File: config.mk
export PLATFORM = sky130hd
export DESIGN_NAME = mnd_core
export DESIGN_NICKNAME = d
export VERILOG_FILES = /design/src/hdl/mnd_core.v /design/src/hdl/mnd_phase.v
export VERILOG_INCLUDE_DIRS = /design/src /design/src/hdl
export SDC_FILE = /design/constraint.sdc
export NUM_CORES = 1
export LEC_CHECK = 0
export ABC_AREA = 1
export BUFFER_PORTS_ARGS = -buffer_cell sky130_fd_sc_hd__buf_2
export CORE_MARGIN = 8
export CORE_UTILIZATION = 50
export CTS_CLUSTER_DIAMETER = 100
export CTS_CLUSTER_SIZE = 40
export DETAILED_ROUTE_END_ITERATION = 16
export PLACE_DENSITY_LB_ADDON = 0.1
export SYNTH_ARGS = -nofsm -noshare
export SYNTH_HDL_FRONTEND = slang
export SYNTH_HIERARCHICAL = 1
export SYNTH_SLANG_ARGS = --single-unit
File: constraint.sdc
create_clock -name clock_i -period 1.7 [get_ports clock_i]
set_input_delay 0.085 -clock clock_i [delete_from_list [all_inputs] [get_ports clock_i]]
set_output_delay 0.085 -clock clock_i [all_outputs]
set_load 0.005 [all_outputs]
File: src/hdl/mnd_defines.vh
`ifndef MND_DEFINES_VH
`define MND_DEFINES_VH
// ==========================================
// Instruction word layout
`define MND_IW 14
`define MND_DW 8
`define MND_AW 7
`define MND_PCW 13
`define MND_OP_HI 13
`define MND_OP_LO 8
`define MND_D_BIT 7
`define MND_F_HI 6
`define MND_F_LO 0
// ==========================================
// Opcodes and patterns
`define MND_OP_MOVEF 6'h08
`define MND_OP_ZERO 6'h00
`define MND_IDLE_MASK 14'h3f9f
`define MND_IDLE_VAL 14'h0000
`define MND_IRET_VAL 14'h0009
// ==========================================
// Quarter phases
`define MND_Q1 2'h0
`define MND_Q2 2'h1
`define MND_Q3 2'h2
`define MND_Q4 2'h3
`define MND_ZERO8 8'h00
`define MND_PC_RST 13'h0000
`define MND_PC_INC 13'h0001
`define MND_PH_INC 2'h1
`endif

File: src/hdl/mnd_core.v
`timescale 1ns/1ps
`include "mnd_defines.vh"
// What this block does
// RQ1 - Move file register copies value unchanged
// RQ2 - Destination bit zero writes working register
// RQ3 - Destination bit one rewrites same file
// RQ4 - Move file register sets zero flag
// RQ5 - Idle pattern decoded, don't-care bits ignored
// RQ6 - Idle does nothing after decode phase
// RQ7 - Interrupt return pops stack in Q4
// RQ8 - Interrupt return sets irq enable Q3
// RQ9 - Interrupt return second cycle is idle
// RQ10 - Store working copies W, no flags
module mnd_core (
  input wire clock_i,
  input wire rst_i,
  input wire [`MND_IW-1:0] instr_i,
  input wire [`MND_DW-1:0] file_rdata_i,
  input wire [`MND_PCW-1:0] stack_top_i,
  output reg [`MND_AW-1:0] file_addr_o,
  output reg [`MND_DW-1:0] file_wdata_o,
  output reg file_we_o,
  output reg file_re_o,
  output reg [`MND_DW-1:0] working_o,
  output reg zero_flag_o,
  output reg global_irq_enable_o,
  output reg stack_pop_o,
  output reg pc_load_o,
  output reg [`MND_PCW-1:0] pc_o,
  output reg [1:0] phase_o,
  output reg fetch_o
);
  // ==========================================
  // Decode functions
  localparam K_NONE = 3'h0;
  localparam K_MOVEF = 3'h1;
  localparam K_STOREW = 3'h2;
  localparam K_IDLE = 3'h3;
  localparam K_IRET = 3'h4;
  function [2:0] kind_of;
    input [`MND_IW-1:0] iw;
    begin
      if (iw[`MND_OP_HI:`MND_OP_LO] == `MND_OP_MOVEF) begin
        kind_of = K_MOVEF; // RQ1
      end else if (iw[`MND_OP_HI:`MND_OP_LO] == `MND_OP_ZERO && iw[`MND_D_BIT]) begin
        kind_of = K_STOREW; // RQ10
      end else if ((iw & `MND_IDLE_MASK) == `MND_IDLE_VAL) begin
        kind_of = K_IDLE; // RQ5
      end else if (iw == `MND_IRET_VAL) begin
        kind_of = K_IRET;
      end else begin
        kind_of = K_NONE;
      end
    end
  endfunction
  // Only the two file moves touch the register file
  function uses_file;
    input [2:0] k;
    begin
      uses_file = (k == K_MOVEF) || (k == K_STOREW);
    end
  endfunction
  // ==========================================
  // Phase and state
  wire [1:0] ph;
  wire ph_last;
  mnd_phase u_phase (
    .clock_i(clock_i),
    .rst_i(rst_i),
    .phase_o(ph),
    .last_o(ph_last)
  );
  reg [`MND_IW-1:0] ir_q;
  reg [2:0] kind_q;
  reg flush_q;
  reg [`MND_DW-1:0] data_q;
  // ==========================================
  // Zero detect, one OR stage per data bit
  // Chain keeps the flag logic one OR per bit, no wide reduction
  wire [`MND_DW-1:0] any_chain;
  genvar gi;
  generate
    for (gi = 0; gi < `MND_DW; gi = gi + 1) begin : g_zero
      if (gi == 0) begin : g_first
        assign any_chain[gi] = data_q[gi];
      end else begin : g_rest
        assign any_chain[gi] = any_chain[gi-1] | data_q[gi];
      end
    end
  endgenerate
  wire data_zero = ~any_chain[`MND_DW-1];
  // ==========================================
  // Instruction register and decoded kind
  always @(posedge clock_i) begin
    if (rst_i) begin
      ir_q <= `MND_IDLE_VAL;
      kind_q <= K_IDLE;
    end else if (ph == `MND_Q1) begin
      // Flushed cycle after a return is forced idle
      // Unknown words decode as none and behave as idle
      ir_q <= instr_i;
      kind_q <= flush_q ? K_IDLE : kind_of(instr_i); // RQ9
    end
  end
  // ==========================================
  // Second cycle of a return is idle
  always @(posedge clock_i) begin
    if (rst_i) begin
      flush_q <= 1'b0;
    end else begin
      case (ph)
        `MND_Q1: begin
          flush_q <= 1'b0;
        end
        `MND_Q4: begin
          flush_q <= (kind_q == K_IRET); // RQ9
        end
        default: begin
          flush_q <= flush_q;
        end
      endcase
    end
  end
  // ==========================================
  // Data latched in the processing quarter
  always @(posedge clock_i) begin
    if (rst_i) begin
      data_q <= `MND_ZERO8;
    end else if (ph == `MND_Q3 && uses_file(kind_q)) begin
      data_q <= (kind_q == K_STOREW) ? working_o : file_rdata_i; // RQ1
    end
  end
  // ==========================================
  // Register file port
  always @(posedge clock_i) begin
    if (rst_i) begin
      file_addr_o <= {`MND_AW{1'b0}};
      file_wdata_o <= `MND_ZERO8;
      file_we_o <= 1'b0;
      file_re_o <= 1'b0;
    end else begin
      file_we_o <= 1'b0;
      file_re_o <= 1'b0;
      case (ph)
        `MND_Q1: begin
          file_addr_o <= instr_i[`MND_F_HI:`MND_F_LO];
        end
        `MND_Q2: begin
          file_re_o <= uses_file(kind_q); // RQ1
        end
        `MND_Q4: begin
          // Move with d set writes the same value back, a register test
          if ((kind_q == K_MOVEF && ir_q[`MND_D_BIT]) || kind_q == K_STOREW) begin
            file_wdata_o <= data_q; // RQ3 RQ10
            file_we_o <= 1'b1;
          end
        end
        default: begin
          // Idle and unknown words read and write nothing
          file_we_o <= 1'b0; // RQ6
        end
      endcase
    end
  end
  // ==========================================
  // Working register and zero flag
  // Store-to-file leaves the flag alone so a copy never disturbs a test
  always @(posedge clock_i) begin
    if (rst_i) begin
      working_o <= `MND_ZERO8;
      zero_flag_o <= 1'b0;
    end else if (ph == `MND_Q4 && kind_q == K_MOVEF) begin
      zero_flag_o <= data_zero; // RQ4
      if (!ir_q[`MND_D_BIT]) begin
        working_o <= data_q; // RQ2
      end
    end
  end
  // ==========================================
  // Interrupt enable
  // Cleared here only by reset; the interrupt logic elsewhere owns the clear
  always @(posedge clock_i) begin
    if (rst_i) begin
      global_irq_enable_o <= 1'b0;
    end else if (ph == `MND_Q3 && kind_q == K_IRET) begin
      global_irq_enable_o <= 1'b1; // RQ8
    end
  end
  // ==========================================
  // Stack pop and program counter
  // A return skips the increment; the loaded top replaces the count
  always @(posedge clock_i) begin
    if (rst_i) begin
      stack_pop_o <= 1'b0;
      pc_load_o <= 1'b0;
      pc_o <= `MND_PC_RST;
    end else begin
      stack_pop_o <= 1'b0;
      pc_load_o <= 1'b0;
      if (ph == `MND_Q4) begin
        if (kind_q == K_IRET) begin
          stack_pop_o <= 1'b1; // RQ7
          pc_load_o <= 1'b1;
          pc_o <= stack_top_i;
        end else begin
          pc_o <= pc_o + `MND_PC_INC;
        end
      end
    end
  end
  // ==========================================
  // Phase and fetch strobes
  // Fetch is registered from the last quarter, so it is high in the first quarter of the next cycle
  always @(posedge clock_i) begin
    if (rst_i) begin
      phase_o <= `MND_Q1;
      fetch_o <= 1'b0;
    end else begin
      phase_o <= ph;
      fetch_o <= ph_last;
    end
  end
endmodule // mnd_core

File: src/hdl/mnd_phase.v
`timescale 1ns/1ps
`include "mnd_defines.vh"
// ==========================================
// Quarter phase counter, one clock per quarter
module mnd_phase (
  input wire clock_i,
  input wire rst_i,
  output wire [1:0] phase_o,
  output wire last_o
);
  reg [1:0] phase_q;
  always @(posedge clock_i) begin
    if (rst_i) begin
      phase_q <= `MND_Q1;
    end else begin
      phase_q <= phase_q + `MND_PH_INC;
    end
  end
  assign phase_o = phase_q;
  assign last_o = (phase_q == `MND_Q4);
endmodule // mnd_phase

==> out/qor.txt <==
Clock skew = 11.90 ps
Die Height = 90.38 um
GRT Total Usage = 17.37%
Path type of the worst setup path = flop to flop
Setup TNS = 0 ps
Placement Cell Area = 3176 um^2
Global placement routability congestion = 0.8894
Yosys reg bits = 59
Critical Path AT = 1640 ps
Hold Startpoint = stack_top_i[3]
Reg power frac = 47.9%
CTS buffer count = 9
Synth warnings = 6
Max transition margin = 57.69%
HPWL after detailed placement = 5248 um
RSZ-0062 raised after global routing = no
Final period utilization = 85.44%
Period minus WS final = 1453 ps
Sw Ratio = 26.68%
DIE AREA = 8169 um^2
Syn Std Cell Area = 2766 um^2
Clock sink total = 59
Reg2reg start = pc_o[0]$_SDFFE_PP0N_
Boundary Pins = 82
Clock Power Share = 41.9%
Final setup vio count = 0
Hold_buf cts = 0
Antenna diode count = 0
R2R Path End = pc_o[10]$_SDFFE_PP0N_
Initial antenna violation count = 0
Max Cap Viol = 0
Synth top area cells = dfxtp_1 (43%), nand2_1 (13%), a21oi_1 (7.1%)
Combinational share of power = 10.2%
Reg2reg path depth = 8
Largest area contributor in the netlist = dfxtp_1
Psw = 812.0 uW
Vias in the first global route = 2,700
GRT overflow = 0
Slew Limit Fails = 0
Syn_nets = 428
Pin count of the biggest net entering global routing = 39
Pwr Density = 901.4 nW/um^2
Area grow syn2layout = 22.03%
CP endpoint kind = flop
Final Hold Fails = 0
CTS tree = done
Initial Util = 50.86%
CP startpoint = pc_o[0]$_SDFFE_PP0N_
CTS resizes = 0
First-pass GRT wire length = 11,880 um
DIE WIDTH = 90.38 um
Drt pass-1 iters = 4
R2R Setup Slk = 250 ps
Synth cell types = 33
Peak VDD IR = 511.7 uV
Post-Route WL = 7059 um
Synth Instances = 385
Via density = 4.957
DR WL/cell = 13.12 um
Worst setup endpoint = pc_o[10]$_SDFFE_PP0N_
Setup WS pre-CTS = 253.9 ps
Port bufs = 81
Root buf cell = clkbuf_8
Startpoint Class = flop
Setup ws final = 247.5 ps
Clk buf depth = 2
Htree depth = 3
Total Power = 3043 uW
Clock-pin slew on the worst setup and hold paths = 70 ps
Leak pwr = 0.001561 uW
Status = finished clean
Initial DRC Count = 121
Final net count = 504
Synth Area per Inst = 7.185 um^2
Core Rows = 27
Max Fclk = 688.5 MHz
Internal Power = 2231 uW
Core area = 5439 um^2
Worst-Margin Slew = 634.0 ps
Drt drc = 0
Postcts setup bufs = 0
ANT nets after route = 0
Worst Path Max Fanout = 5
Sequential area share after synthesis = 42.70%
Via count = 2,667
Critical Path RT = 1890 ps
Share of the synthesized area in the top cell type = 42.70%
Design Area, Final = 3376 um^2
Latest clock arrival within the worst-skew pair = 330 ps
Layout cells sized above 1 = 25.75%
Hold Crit Class = primary input to flop
worst min path at each step:
| stage | end | slack, ps | cells past startpoint |
|---|---|---|---|
| final | pc_o[3]$_SDFFE_PP0N_ | 30 | 3 |
| after floorplan | u_phase/phase_o[1]$_SDFF_PP0_ | 160 | 1 |
| after global placement | ir_q[4]$_SDFFE_PP0N_ | 340 | 3 |
| after global routing | pc_o[7]$_SDFFE_PP0N_ | 20 | 3 |
| after detailed placement | ir_q[4]$_SDFFE_PP0N_ | 370 | 3 |
| after CTS | ir_q[4]$_SDFFE_PP0N_ | 20 | 3 |
synth_stat cells:
library cell   n
inv_1         41
nand2_2        5
o211ai_1       1
nor4_1         2
inv_2          5
buf_1          2
or2_2          1
a21oi_1       39
a211oi_1       4
buf_2          3
buf_6          1
nor2_8         1
buf_4          8
xor2_1         1
a31oi_1        2
nor2_1        33
o22ai_1        2
nand3b_1       1
a21boi_0       1
o21ai_1        2
ha_1           6
o21ai_0       27
nor3b_1        1
nand2_1       98
nand4_1        8
inv_4          1
nor2_4         3
nor3_1         6
dfxtp_1       59
nand3_1       12
clkbuf_1       6
nand3_2        1
nand3_4        2
power groups by stage:
stage          registers [uW]  clock network [uW]  logic (uW)
2_1_floorplan            1480                   0         217
3_3_place_gp             1490                   0         307
3_5_place_dp             1490                   0         312
4_1_cts                  1460                1300         313
5_1_grt                  1460                1370         353
6_report                 1460                1280         309
metrics by stage:
stage	cells	hold WS (ps)	utilization, %
detailed placement	522	367.2	58.39
finish	538	31.80	62.07
CTS	538	18.06	62.07
floorplan	385	156.2	-
global route	538	24.04	62.07
global placement	522	337.0	58.39
registers in the layout (all words and copies together) (netlist names):
signal               flops
data_q                   8
file_re_o                1
ir_q                     8
file_wdata_o             8
flush_q                  1
zero_flag_o              1
working_o                8
pc_load_o                1
global_irq_enable_o      1
kind_q                   3
pc_o                    13
u_phase/phase_o          2
file_we_o                1
phase_o                  2
fetch_o                  1
cell type report:
class / count / area (um^2)
Timing Repair Buffer: 85 / 435.4
Clock buffer: 9 / 123.9
Sequential cell: 59 / 1181
Clock inverter: 7 / 76.32
Inverter: 47 / 178.9
Fill cell: 510 / 2063
Multi-Input combinational cell: 259 / 1290
Tap cell: 72 / 90.09
placed cells by master (no fill, tap or decap), types with 3 or more instances in the layout:
cell	instances
a211oi_1	4
a21oi_1	39
buf_2	81
buf_4	4
clkbuf_8	9
dfxtp_1	59
ha_1	6
inv_1	41
inv_2	5
nand2_1	98
nand2_2	5
nand3_1	12
nand4_1	8
nor2_1	33
nor2_4	3
nor3_1	6
o21ai_0	27
layer usage:
metal	track usage (%)	up-vias	wire length [um]
li1	-	1385	-
met1	19.66	1207	3204
met2	29.88	69	3413
met3	4.904	6	369
met4	7.212	0	72
met5	0	-	0
worst max-delay path: stages (launching register included):
cell,delay (ps)
dfxtp_1,400
ha_1,190
nand2_1,90
nor2_1,270
nand3_1,120
nand2_1,70
nand3_1,60
nand2_1,60
a21oi_1,60
cell families (layout without fill, tap and decap cells):
family          count (synthesis)  count (layout)  share of synthesized area, %
compound gates                 78              78                         14.84
xor+xnor                        1               1                        0.3167
fa+ha+maj                       6               6                         2.714
buf+inv                        67             148                         10.67
flops                          59              59                         42.70
simple gates                  174             174                         28.77
Power figures use the tool's default switching activity.
